==> config.mk <==
export PLATFORM = sky130hd
export DESIGN_NAME = ddl_dual_dac_ctrl
export DESIGN_NICKNAME = d
export VERILOG_FILES = /design/src/hw/ddl_pkg.sv /design/src/hw/ddl_dual_dac_ctrl.sv
export SDC_FILE = /design/constraint.sdc
export NUM_CORES = 1
export LEC_CHECK = 0
export ABC_AREA = 1
export BUFFER_PORTS_ARGS = -buffer_cell sky130_fd_sc_hd__buf_2
export CORE_MARGIN = 3
export CORE_UTILIZATION = 29
export DETAILED_ROUTE_END_ITERATION = 7
export SLEW_MARGIN = 20
export SYNTH_ARGS = -nofsm -noshare
export SYNTH_HDL_FRONTEND = slang
export SYNTH_SLANG_ARGS = --single-unit
==> constraint.sdc <==
create_clock -name clk -period 3.4 [get_ports clk]
set_clock_uncertainty 0.1 [all_clocks]
set_input_delay 0.17 -clock clk [delete_from_list [all_inputs] [get_ports clk]]
set_output_delay 0.17 -clock clk [all_outputs]
set_load 0.05 [all_outputs]
==> src/hw/ddl_pkg.sv <==
package ddl_pkg;

  // ----------------------------------------------------------------
  // Frame layout
  // ----------------------------------------------------------------
  localparam int FRAME_BITS = 24;
  localparam int CMD_POS    = 16;
  localparam int CMD_W      = 8;
  localparam int DATA_W     = 16;

  // Command byte: bit 7 read, bits 6:4 function, bits 2:0 target.
  localparam int RD_POS     = 7;
  localparam int FUNC_POS   = 4;
  localparam int ADDR_POS   = 0;

  localparam logic [2:0] FUNC_DAC    = 3'h0;
  localparam logic [2:0] FUNC_GPIO   = 3'h1;
  localparam logic [2:0] FUNC_DAISY  = 3'h2;
  localparam logic [2:0] ADDR_CHAN_A = 3'h0;
  localparam logic [2:0] ADDR_CHAN_B = 3'h1;
  localparam logic [2:0] ADDR_ALL    = 3'h4;

  // GPIO data bits: [1:0] direction (1 = output), [3:2] output levels.
  localparam int GPIO_DIR_POS = 0;
  localparam int GPIO_OUT_POS = 2;

  // ----------------------------------------------------------------
  // Reset values and timing
  // ----------------------------------------------------------------
  localparam logic [15:0] CLEAR_CODE    = 16'h0000;
  localparam logic [15:0] DAC_RST_VAL   = 16'h0000;
  localparam logic [1:0]  GPIO_DIR_RST  = 2'h0;
  localparam int          CLK_MHZ       = 100;
  localparam int          SCLK_MAX_MHZ  = 30;

endpackage
==> src/hw/ddl_dual_dac_ctrl.sv <==
// Behaviour
// [RULE1] Low frame select shifts input on falling clock.
// [RULE2] Host keeps serial clock at most 30 MHz.
// [RULE3] Host holds input stable at falling edges.
// [RULE4] Shift register contents drive serial output.
// [RULE5] Clear falling edge zeroes every DAC register.
// [RULE6] Load strobe low: update at frame end.
// [RULE7] Load strobe high: only input register updates.
// [RULE8] Load strobe falling edge updates both together.
// [RULE9] Host never leaves load strobe floating.
// [RULE10] Two GPIO pins, direction and readback serial; readback is latched into rd_word but never shifted out.
// [RULE11] GPIO inputs weakly pulled high.
// [RULE12] Clamp input low zeroes outputs, keeps registers.
// [RULE13] Host holds clamp input high normally.
// [RULE14] Monitor reset output follows supply monitor.
// [RULE15] Write frame is 24 bits, acted on after.
// [RULE16] Clear input pulled up, idle high.
// [RULE17] Format select: high offset binary, low twos.
// [RULE18] Frame select high freezes shift register.
// [RULE19] Separate input and DAC registers per channel.
`timescale 1ns/1ps
`default_nettype none

module ddl_dual_dac_ctrl #(
  parameter int SYNC_STAGES = 3
) (
  input  wire logic        clk,
  input  wire logic        srst,
  input  wire logic        serial_clk,
  input  wire logic        frame_sel_n,
  input  wire logic        serial_in_line,
  output logic             serial_out_line,
  input  wire logic        zero_clear_n,
  input  wire logic        output_load_strobe_n,
  input  wire logic        output_clamp_in_n,
  input  wire logic        code_format_select,
  input  wire logic        supply_ok,
  input  wire logic        gpio_pin_0_in,
  output logic             gpio_pin_0_out,
  output logic             gpio_pin_0_oe,
  input  wire logic        gpio_pin_1_in,
  output logic             gpio_pin_1_out,
  output logic             gpio_pin_1_oe,
  output logic             monitor_reset_out,
  output logic [15:0]      dac_code_a,
  output logic [15:0]      dac_code_b,
  output logic             offset_binary
);

  // The synchroniser below is written out for exactly three stages.
  if (SYNC_STAGES != 3)
  begin : g_bad_sync_stages
    $error("ddl_dual_dac_ctrl: SYNC_STAGES must be 3");
  end

  // ----------------------------------------------------------------
  // Pin synchronisers
  // ----------------------------------------------------------------
  // Three stages; only stages two and three are compared, and a change is
  // accepted once they agree, so the metastable first stage is never read.
  localparam int NPIN = 8;
  logic [NPIN-1:0] pin_raw;
  logic [NPIN-1:0] s1;
  logic [NPIN-1:0] s2;
  logic [NPIN-1:0] s3;
  logic [NPIN-1:0] pin;
  logic [NPIN-1:0] pin_d;

  // The pad pull-ups of the GPIO pins are modelled by the bench; the bench always drives the clear pin.
  assign pin_raw = {gpio_pin_1_in, gpio_pin_0_in, supply_ok, output_clamp_in_n,
                    output_load_strobe_n, zero_clear_n, frame_sel_n, serial_clk};

  always_ff @(posedge clk)
  begin
    if (srst)
    begin
      // Every pin but the load strobe idles high, so a reset value of ones gives no false edge on the others.
      s1    <= 8'hff;
      s2    <= 8'hff;
      s3    <= 8'hff;
      pin   <= 8'hff;
      pin_d <= 8'hff;
    end
    else
    begin
      s1    <= pin_raw;
      s2    <= s1;
      s3    <= s2;
      pin   <= (s2 == s3) ? s3 : pin;
      pin_d <= pin;
    end
  end

  logic sclk_fall;
  logic sclk_rise;
  logic frame_on;
  logic frame_end;
  logic clr_fall;
  logic ld_fall;
  logic ld_level_n;

  assign sclk_fall  = pin_d[0] & ~pin[0];
  assign sclk_rise  = ~pin_d[0] & pin[0];
  assign frame_on   = ~pin[1];
  assign frame_end  = ~pin_d[1] & pin[1];
  assign clr_fall   = pin_d[2] & ~pin[2];  // [RULE16]
  assign ld_fall    = pin_d[3] & ~pin[3];
  assign ld_level_n = pin[3];

  // ----------------------------------------------------------------
  // Serial shift register
  // ----------------------------------------------------------------
  logic [ddl_pkg::FRAME_BITS-1:0] shreg;
  logic [4:0]                     bit_cnt;
  logic                           sd1;
  logic                           sd2;
  logic                           sd_sync;

  // Serial data takes three stages, one fewer than the clock edge path, so
  // the bit is settled before the synchronised falling edge samples it.
  always_ff @(posedge clk)
  begin
    if (srst)
    begin
      sd1     <= 1'b0;
      sd2     <= 1'b0;
      sd_sync <= 1'b0;
    end
    else
    begin
      sd1     <= serial_in_line;
      sd2     <= sd1;
      sd_sync <= sd2;
    end
  end

  always_ff @(posedge clk)
  begin
    if (srst)
    begin
      shreg   <= '0;
      bit_cnt <= 5'h00;
    end
    else if (frame_end)
      bit_cnt <= 5'h00;
    else if (frame_on && sclk_fall)  // [RULE1] [RULE18]
    begin
      shreg   <= {shreg[ddl_pkg::FRAME_BITS-2:0], sd_sync};
      bit_cnt <= (bit_cnt == 5'h18) ? bit_cnt : bit_cnt + 5'h01;
    end
  end

  // Output changes on the rising serial clock so the next part samples it on the fall.
  always_ff @(posedge clk)
  begin
    if (srst)
      serial_out_line <= 1'b0;
    else if (frame_on && sclk_rise)
      serial_out_line <= shreg[ddl_pkg::FRAME_BITS-1];  // [RULE4]
  end

  // ----------------------------------------------------------------
  // Frame decode
  // ----------------------------------------------------------------
  logic [2:0]  f_func;
  logic [2:0]  f_addr;
  logic        f_rd;
  logic [15:0] f_data;
  logic        frame_ok;

  assign f_rd     = shreg[ddl_pkg::CMD_POS + ddl_pkg::RD_POS];
  assign f_func   = shreg[ddl_pkg::CMD_POS + ddl_pkg::FUNC_POS +: 3];
  assign f_addr   = shreg[ddl_pkg::CMD_POS + ddl_pkg::ADDR_POS +: 3];
  assign f_data   = shreg[ddl_pkg::DATA_W-1:0];
  assign frame_ok = frame_end && (bit_cnt == 5'd24) && !f_rd;  // [RULE15]

  function automatic logic hits(input logic [2:0] a, input logic [2:0] ch);
    return (a == ch) || (a == ddl_pkg::ADDR_ALL);
  endfunction

  // ----------------------------------------------------------------
  // Input and DAC registers
  // ----------------------------------------------------------------
  logic [15:0] in_reg [2];
  logic [15:0] dac_reg [2];
  logic        wr_dac;

  assign wr_dac = frame_ok && (f_func == ddl_pkg::FUNC_DAC);

  always_ff @(posedge clk)
  begin
    if (srst)
    begin
      in_reg[0]  <= ddl_pkg::DAC_RST_VAL;
      in_reg[1]  <= ddl_pkg::DAC_RST_VAL;
      dac_reg[0] <= ddl_pkg::DAC_RST_VAL;
      dac_reg[1] <= ddl_pkg::DAC_RST_VAL;
    end
    else
    begin
      for (int c = 0; c < 2; c++)
      begin
        if (wr_dac && hits(f_addr, 3'(c)))
          in_reg[c] <= f_data;  // [RULE7] [RULE19]
        if (clr_fall)
          dac_reg[c] <= ddl_pkg::CLEAR_CODE;  // [RULE5]
        else if (ld_fall)
          dac_reg[c] <= in_reg[c];  // [RULE8]
        else if (wr_dac && hits(f_addr, 3'(c)) && !ld_level_n)
          dac_reg[c] <= f_data;  // [RULE6]
      end
    end
  end

  // Clamp gates only the outputs; the stored codes survive it.
  always_ff @(posedge clk)
  begin
    if (srst)
    begin
      dac_code_a <= 16'h0000;
      dac_code_b <= 16'h0000;
    end
    else
    begin
      dac_code_a <= pin[4] ? dac_reg[0] : ddl_pkg::CLEAR_CODE;  // [RULE12]
      dac_code_b <= pin[4] ? dac_reg[1] : ddl_pkg::CLEAR_CODE;  // [RULE12]
    end
  end

  // The format strap is sampled every cycle after reset release, never under reset.
  always_ff @(posedge clk)
  begin
    if (srst)
      offset_binary <= 1'b1;
    else
      offset_binary <= code_format_select;  // [RULE17]
  end

  always_ff @(posedge clk)
  begin
    if (srst)
      monitor_reset_out <= 1'b0;
    else
      monitor_reset_out <= pin[5];  // [RULE14]
  end

  // ----------------------------------------------------------------
  // GPIO port
  // ----------------------------------------------------------------
  logic [1:0] gpio_dir;
  logic [1:0] gpio_lvl;

  always_ff @(posedge clk)
  begin
    if (srst)
    begin
      gpio_dir <= ddl_pkg::GPIO_DIR_RST;
      gpio_lvl <= 2'h0;
    end
    else if (frame_ok && f_func == ddl_pkg::FUNC_GPIO)
    begin
      gpio_dir <= f_data[ddl_pkg::GPIO_DIR_POS +: 2];  // [RULE10]
      gpio_lvl <= f_data[ddl_pkg::GPIO_OUT_POS +: 2];
    end
  end

  always_ff @(posedge clk)
  begin
    if (srst)
    begin
      gpio_pin_0_oe  <= 1'b0;
      gpio_pin_1_oe  <= 1'b0;
      gpio_pin_0_out <= 1'b0;
      gpio_pin_1_out <= 1'b0;
    end
    else
    begin
      gpio_pin_0_oe  <= gpio_dir[0];  // [RULE11]
      gpio_pin_1_oe  <= gpio_dir[1];
      gpio_pin_0_out <= gpio_lvl[0];
      gpio_pin_1_out <= gpio_lvl[1];
    end
  end

  // Pin states for readback; GPIO read frames latch them into rd_word at frame end, which drives no output.
  logic rd_frame;
  assign rd_frame = frame_end && (bit_cnt == 5'd24) && f_rd;

  logic [15:0] rd_word;
  always_ff @(posedge clk)
  begin
    if (srst)
      rd_word <= 16'h0000;
    else if (rd_frame)
      rd_word <= (f_func == ddl_pkg::FUNC_GPIO) ? {12'h000, pin[7:6], gpio_dir}
               : in_reg[f_addr[0]];  // [RULE10]
  end
endmodule

`default_nettype wire

==> impl_results.rst, run 1 <==
.. list-table::
   :header-rows: 1

   * - Metric
     - Value
   * - Outcome
     - finished clean
   * - Number of warnings issued by yosys
     - 0
   * - Number of diodes added for antenna fixing
     - 0
   * - Iteration-0 DRC Markers
     - roughly 190
   * - Post-CTS setup buffers
     - 0
   * - Nets in the synthesized netlist
     - ~620
   * - Worst Setup End Kind
     - flop
   * - Area of the die
     - between 20000 and 25000 um^2
   * - Final setup violating endpoints
     - 0
   * - Path class of the lowest-slack min-delay path
     - input pin to flop
   * - Category of the critical setup timing path
     - flop to flop
   * - Data arrival at the endpoint of the critical path
     - ~2300 ps
   * - Cells after Synth
     - ~600
   * - Clock latency reported for the late side of the worst-skew pair
     - 420 ps
   * - Top post-synthesis cells by count
     - sky130_fd_sc_hd__dfxtp_1, sky130_fd_sc_hd__nand2_1, sky130_fd_sc_hd__nor2_1
   * - Remaining antenna violation count
     - 0
   * - Distinct cells, synth
     - 28
   * - Final-layout setup total negative slack
     - 0 ps
   * - Initial standard-cell utilization of the core
     - 0.299
   * - Wire length of the first global-routing pass
     - 17.5 mm
   * - Met1 Use GR
     - 0.136
   * - Routed wire length per instance
     - between 10 and 15 um
   * - Worst slew pin tran
     - between 900 and 1000 ps
   * - Worst IR Drop VDD
     - approximately 0.00039 V
   * - Reported net switching power
     - about 1100 uW
   * - Num rows
     - 52
   * - Fill cell instance count of the final layout
     - just over 2k
   * - Number of antenna violations at the first check in global routing
     - 0
   * - Combinational cell fraction of total power
     - 0.079
   * - Area of the multi-input gates
     - about 1600 um^2
   * - Chip width
     - between 150 and 200 um
   * - Setup repair after global routing missed its margin
     - no
   * - Clock root cell
     - sky130_fd_sc_hd__clkbuf_16
   * - Normalized max-slew margin
     - 0.378
   * - CP Launch Type
     - flop
   * - Met3 track demand over resource
     - 0.0287
   * - Ratio of final minimum period to clock period
     - 0.686
   * - Routability-driven placement congestion ratio
     - 0.752
   * - Most congested layer reported by global routing
     - met2
   * - Area share of the largest cell type after synthesis
     - 0.356
   * - Clock transition at the register clock pins on the worst setup and hold paths after CTS
     - ~70 ps
   * - Place WS
     - between 1000 and 1500 ps
   * - Max Freq
     - around 430 MHz
   * - Via Count
     - about 3.9k
   * - Via count of the first global-routing pass
     - around 3.6k
   * - Top post-synthesis cells by area
     - sky130_fd_sc_hd__dfxtp_1, sky130_fd_sc_hd__edfxtp_1, sky130_fd_sc_hd__nand2_1, sky130_fd_sc_hd__nor2_1, sky130_fd_sc_hd__inv_1
   * - Remaining global-route overflow
     - 0
   * - Hold Violations, Final
     - 0
   * - Primary flip-flop cell chosen by synthesis mapping
     - sky130_fd_sc_hd__dfxtp_1
   * - Number of buffers created by CTS
     - 17
   * - Pin count of the biggest net entering global routing
     - 35
   * - Layout Cell Area excl Fill
     - approximately 7300 um^2
   * - Sum of internal, switching and leakage power
     - roughly 4600 uW
   * - Max cap viols
     - 0
   * - Share of power burned in the clock network
     - 0.410
   * - Detail-routed via count per cell
     - slightly above 4
   * - Placed wire-length estimate after detailed placement
     - between 7 and 8 mm
   * - I/O pin count
     - between 50 and 60
   * - Sequential share of power
     - 0.511
   * - Internal power consumption
     - between 3000 and 4000 uW
   * - Instance area after placement
     - between 6000 and 7000 um^2
   * - Switching fraction of total power
     - 0.242
   * - Post-layout worst setup margin
     - about 1100 ps
   * - Most common cell in the synthesized netlist
     - sky130_fd_sc_hd__dfxtp_1
   * - Slew Limit Fails
     - 0
   * - Clock tree from TritonCTS
     - done
   * - Number of synthesized flops with an enable pin
     - between 60 and 70
   * - GR Util met2
     - 0.146
   * - Count of H-tree levels built during CTS
     - 4
   * - Core Area
     - around 20000 um^2
   * - Clock net sink count
     - 173
   * - Global-route usage over all layers
     - 0.0991
   * - Avg Inst Size Synth
     - roughly 10 um^2
   * - DRT Pass-1 Iters
     - 5
   * - Maximum fanout count along the critical path
     - 19
   * - Areal power density over the cells
     - slightly above 600 nW/um^2
   * - Area used by sequential logic in the layout
     - between 4000 and 5000 um^2
   * - Summed instance area of the synthesized netlist
     - just over 6000 um^2
   * - Count of port buffers added during placement
     - 50
   * - Synthesis-to-finish area growth
     - 19.8%
   * - Fraction of final layout cells with drive strength greater than 1
     - 0.194
   * - Bufs on Longest Clock Path
     - 2
   * - DRC Markers
     - 0
   * - Share of synthesized flip-flops with an asynchronous set or reset
     - 0
   * - Final wirelength
     - between 10 and 15 mm
   * - Chip Height
     - roughly 150 um
   * - CP Data Required Time
     - 3390 ps
   * - Net count of the finished layout
     - 680
   * - Synth Register Bits
     - ~170
   * - Time the final worst path needs with I/O delays and setup
     - around 2300 ps
   * - Standby leakage power
     - about 0.0031 uW
   * - Most area-hungry cell type in the Yosys netlist
     - sky130_fd_sc_hd__dfxtp_1
   * - Proportion of synthesized chip area in sequential cells
     - 0.670
==> power by group through the flow <==
stage | clock network, uW | registers [uW] | logic, uW
final | 1870 | 2330 | 361
after global routing | 2010 | 2340 | 402
after CTS | 1920 | 2330 | 368
after detailed placement | 0 | 2370 | 359
after global placement | 0 | 2370 | 356
after floorplan | 0 | 2480 | 159
==> through the flow <==
| step | std cells | util | hold slack, ps |
|---|---|---|---|
| floorplan | 602 | - | 156 |
| global placement | 907 | 0.325 | 252 |
| detailed placement | 907 | 0.325 | 254 |
| CTS | 949 | 0.358 | 98.8 |
| global route | 949 | 0.358 | 133 |
| finish | 949 | 0.358 | 99.6 |
==> metal layers <==
metal | up-vias | part of all wire
li1 | 2062 | -
met1 | 1727 | 0.49
met2 | 72 | 0.45
met3 | 8 | 0.056
met4 | 0 | 0.010
met5 | - | 0
==> kinds of logic after synthesis <==
kind of cell,Yosys count,synth area share
xor+xnor,7,0.0100
fa+ha+maj,2,0.00408
compound gates,68,0.0641
buf+inv,98,0.0641
flops,173,0.670
simple gates,254,0.188
==> area by class of cell <==
class / count / share of cell area
Clock inverter: 9 / 0.00937
Clock buffer: 23 / 0.0695
Multi-Input combinational cell: 331 / 0.222
Tap cell: 270 / 0.0460
Sequential cell: 173 / 0.559
Inverter: 76 / 0.0389
Timing Repair Buffer: 67 / 0.0549
==> worst max-delay path, cell delays in order, from the launching register on <==
cell,delay [ps]
sky130_fd_sc_hd__dfxtp_1,330
sky130_fd_sc_hd__inv_1,80
sky130_fd_sc_hd__ha_1,170
sky130_fd_sc_hd__nand2_2,70
sky130_fd_sc_hd__nor2_4,150
sky130_fd_sc_hd__nand2_4,80
sky130_fd_sc_hd__nor2_8,260
sky130_fd_sc_hd__nand3_4,300
sky130_fd_sc_hd__nand4_1,170
sky130_fd_sc_hd__buf_4,280
==> what timing repair did <==
item / in CTS / in global routing
hold buffers: 10 / 0
endpoints found under the hold margin: 10 / 0
resized for setup: 0 / 0
==> final timing paths <==
| path | from | endpoint | slack (ps) | cells after the start |
|---|---|---|---|---|
| worst max-delay path | bit_cnt[0] | dac_reg[0][14] | 1070 | 9 |
| worst min-delay path | srst | sd1 | 100 | 2 |
| worst max register to register | bit_cnt[0] | dac_reg[0][14] | 1070 | 9 |
| worst min register to register | sd1 | sd2 | 310 | 2 |
==> layout by cell type, fill, tap and decap left out, types with 4 or more instances in the layout <==
master / n
sky130_fd_sc_hd__dfxtp_1: 109
sky130_fd_sc_hd__nand2_1: 103
sky130_fd_sc_hd__nor2_1: 79
sky130_fd_sc_hd__inv_1: 73
sky130_fd_sc_hd__edfxtp_1: 64
sky130_fd_sc_hd__buf_2: 50
sky130_fd_sc_hd__o21ai_0: 32
sky130_fd_sc_hd__a21oi_1: 25
sky130_fd_sc_hd__or2_2: 24
sky130_fd_sc_hd__nand4_1: 19
sky130_fd_sc_hd__clkbuf_16: 19
sky130_fd_sc_hd__nand3_1: 16
sky130_fd_sc_hd__dlygate4sd3_1: 10
sky130_fd_sc_hd__o21ai_2: 9
sky130_fd_sc_hd__xnor2_1: 7
sky130_fd_sc_hd__buf_4: 7
sky130_fd_sc_hd__nor2_2: 4
sky130_fd_sc_hd__inv_6: 4
(Power assumes the default switching activity.)
==> run 2, diff against run 1 <==
clock period = 2.1 ns   (was 3.4 ns; I/O delays follow)
==> impl_results.rst, run 2 (same netlist as run 1, synthesis figures left out) <==
.. list-table::
   :header-rows: 1

   * - Metric
     - Value
   * - Max cap viols
     - 0 (unchanged)
   * - Routability-driven placement congestion ratio
     - 0.776 (was 0.752)
   * - I/O pin count
     - 51 (unchanged)
   * - Setup repair after global routing missed its margin
     - no (unchanged)
   * - Count of H-tree levels built during CTS
     - 4 (unchanged)
   * - Count of port buffers added during placement
     - 50 (unchanged)
   * - Chip Height
     - 151 um (unchanged)
   * - Final core area utilization
     - 0.369 (was 0.358)
   * - Switching fraction of total power
     - 0.251 (was 0.242)
   * - Iteration-0 DRC Markers
     - 130 (was 193)
   * - Worst IR Drop VDD
     - 0.000638 V (was 0.000386 V)
   * - Areal power density over the cells
     - 1020 nW/um^2 (was 620 nW/um^2)
   * - Remaining antenna violation count
     - 0 (unchanged)
   * - Share of power burned in the clock network
     - 0.430 (was 0.410)
   * - Detail-routed via count per cell
     - 4.18 (was 4.08)
   * - Launch point of the critical path
     - bit_cnt[1] (was bit_cnt[0])
   * - Most common cell after layout, fill and taps aside
     - sky130_fd_sc_hd__dfxtp_1 (unchanged)
   * - Internal power consumption
     - 5770 uW (was 3450 uW)
   * - CP Data Required Time
     - 2070 ps (was 3390 ps)
   * - Remaining global-route overflow
     - 0 (unchanged)
   * - Hold Violations, Final
     - 0 (unchanged)
   * - Worst slew pin tran
     - 507 ps (was 932 ps)
   * - Data arrival at the endpoint of the critical path
     - 1920 ps (was 2320 ps)
   * - Bufs on Longest Clock Path
     - 2 (unchanged)
   * - Number of antenna violations at the first check in global routing
     - 0 (unchanged)
   * - Via Count
     - 4026 (was 3869)
   * - Path class of the lowest-slack min-delay path
     - input pin to flop (unchanged)
   * - Final wirelength
     - 11.1 mm (was 10.7 mm)
   * - Fraction of final layout cells with drive strength greater than 1
     - 0.218 (was 0.194)
   * - Core Area
     - 20500 um^2 (unchanged)
   * - Routed wire length per instance
     - 11.5 um (was 11.3 um)
   * - Slew Limit Fails
     - 0 (unchanged)
   * - Global-route usage over all layers
     - 0.101 (was 0.0991)
   * - Minimum hold slack
     - 289 ps (was 99.6 ps)
   * - Outcome
     - finished clean (unchanged)
   * - Placed wire-length estimate after detailed placement
     - 7.43 mm (was 7.03 mm)
   * - Clock root cell
     - sky130_fd_sc_hd__clkbuf_16 (unchanged)
   * - Pin count of the biggest net entering global routing
     - 33 (was 35)
   * - Standby leakage power
     - 0.00317 uW (was 0.00307 uW)
   * - Chip width
     - 151 um (unchanged)
   * - Ratio of final minimum period to clock period
     - 0.931 (was 0.686)
   * - Fill cell instance count of the final layout
     - 2027 (was 2048)
   * - Reported net switching power
     - 1930 uW (was 1100 uW)
   * - Num rows
     - 52 (unchanged)
   * - Beginning of the worst hold path
     - frame_sel_n (was srst)
   * - Sequential share of power
     - 0.489 (was 0.511)
   * - Clock latency reported for the late side of the worst-skew pair
     - 420 ps (about the same)
   * - Highest-count cells in the layout ignoring fill and taps
     - sky130_fd_sc_hd__dfxtp_1, sky130_fd_sc_hd__nand2_1, sky130_fd_sc_hd__nor2_1, sky130_fd_sc_hd__inv_1, sky130_fd_sc_hd__edfxtp_1 (unchanged)
   * - Number of buffers created by CTS
     - 17 (unchanged)
   * - CP Launch Type
     - flop (unchanged)
   * - Number of diodes added for antenna fixing
     - 0 (unchanged)
   * - Time the final worst path needs with I/O delays and setup
     - 1950 ps (was 2330 ps)
   * - Net count of the finished layout
     - 694 (was 680)
   * - Maximum fanout count along the critical path
     - 16 (was 19)
   * - Final setup violating endpoints
     - 0 (unchanged)
   * - Area of the die
     - 22900 um^2 (unchanged)
   * - Wire length of the first global-routing pass
     - 18.0 mm (was 17.5 mm)
   * - Synthesis-to-finish area growth
     - 23.3% (was 19.8%)
   * - Clock transition at the register clock pins on the worst setup and hold paths after CTS
     - 70 ps (about the same)
   * - DRC Markers
     - 0 (unchanged)
   * - Via count of the first global-routing pass
     - 3692 (was 3556)
   * - Combinational cell fraction of total power
     - 0.082 (was 0.079)
   * - DRT Pass-1 Iters
     - 4 (was 5)
   * - Initial standard-cell utilization of the core
     - 0.299 (unchanged)
   * - Normalized max-slew margin
     - 0.660 (was 0.378)
   * - Clock net sink count
     - 173 (unchanged)
   * - Post_cts resized
     - 0 (unchanged)
   * - Max Freq
     - 512 MHz (was 429 MHz)
   * - Category of the critical setup timing path
     - flop to flop (unchanged)
   * - Sum of internal, switching and leakage power
     - 7700 uW (was 4550 uW)
   * - Worst Setup End Kind
     - flop (unchanged)
   * - Worst reg-to-reg setup slack
     - 150 ps (was 1070 ps)
   * - R2R Path Start
     - bit_cnt[1] (was bit_cnt[0])
   * - Clock tree from TritonCTS
     - done (unchanged)
-- run 2: changes by cell type in the layout (fill, tap and decap cells not counted), sizes merged --
cell         before  now
clkbuf           23   18
inv              81   80
buf              57   69
dlygate4sd3      10   12
clkinv            4    8
bufinv            0    2
-- run 2: cell type report --
| type | instances | area, um^2 | share of cell area |
|---|---|---|---|
| tap | 270 | 338 | 0.0447 |
| multi-input combinational | 331 | 1640 | 0.218 |
| sequential | 173 | 4110 | 0.544 |
| clock inverter | 14 | 191 | 0.0253 |
| clock buffer | 18 | 450 | 0.0596 |
| timing repair buffer | 81 | 538 | 0.0712 |
| inverter | 76 | 285 | 0.0378 |
-- run 2: power by group through the flow --
stage	sequential (uW)	clock, uW	combinational [uW]
final	3760	3310	629
after global routing	3780	3530	697
after CTS	3760	3400	638
after detailed placement	3840	0	618
after global placement	3840	0	613
after floorplan	4010	0	258
-- run 2: repair_timing --
item / CTS / global route
hold buffers: 12 / 0
setup buffers: 0 / 0
endpoints found under the hold margin: 19 / 0
-- run 2: worst paths after layout --
path / endpoint / cells after the start
max: in_reg[0][21] / 7
min: s1[1] / 3
max reg2reg: in_reg[0][21] / 7
min reg2reg: sd2 / 2
-- run 2: worst max-delay path: stages, from the launching register on --
cell and delay [ps]:
sky130_fd_sc_hd__dfxtp_2 330, sky130_fd_sc_hd__inv_2 80, sky130_fd_sc_hd__ha_4 140, sky130_fd_sc_hd__nand2_2 60
sky130_fd_sc_hd__nor2_4 130, sky130_fd_sc_hd__nand2_4 80, sky130_fd_sc_hd__nor3b_1 240, sky130_fd_sc_hd__or2_2 430
-- run 2: metrics by stage --
stage	worst slack [ps]	std cells	setup TNS, ps	cell area [um^2]
2_1_floorplan	-4.81	602	-77.0	6150
3_3_place_gp	216	919	0	6790
3_5_place_dp	161	919	0	6790
4_1_cts	135	963	0	7550
5_1_grt	5.76	963	0	7550
6_report	146	963	0	7550
-- run 2: layer usage --
layer,global-route usage,part of all wire
met1,0.133,0.49
met5,0,0
met2,0.158,0.45
met4,0.0354,0.0074
met3,0.0308,0.049
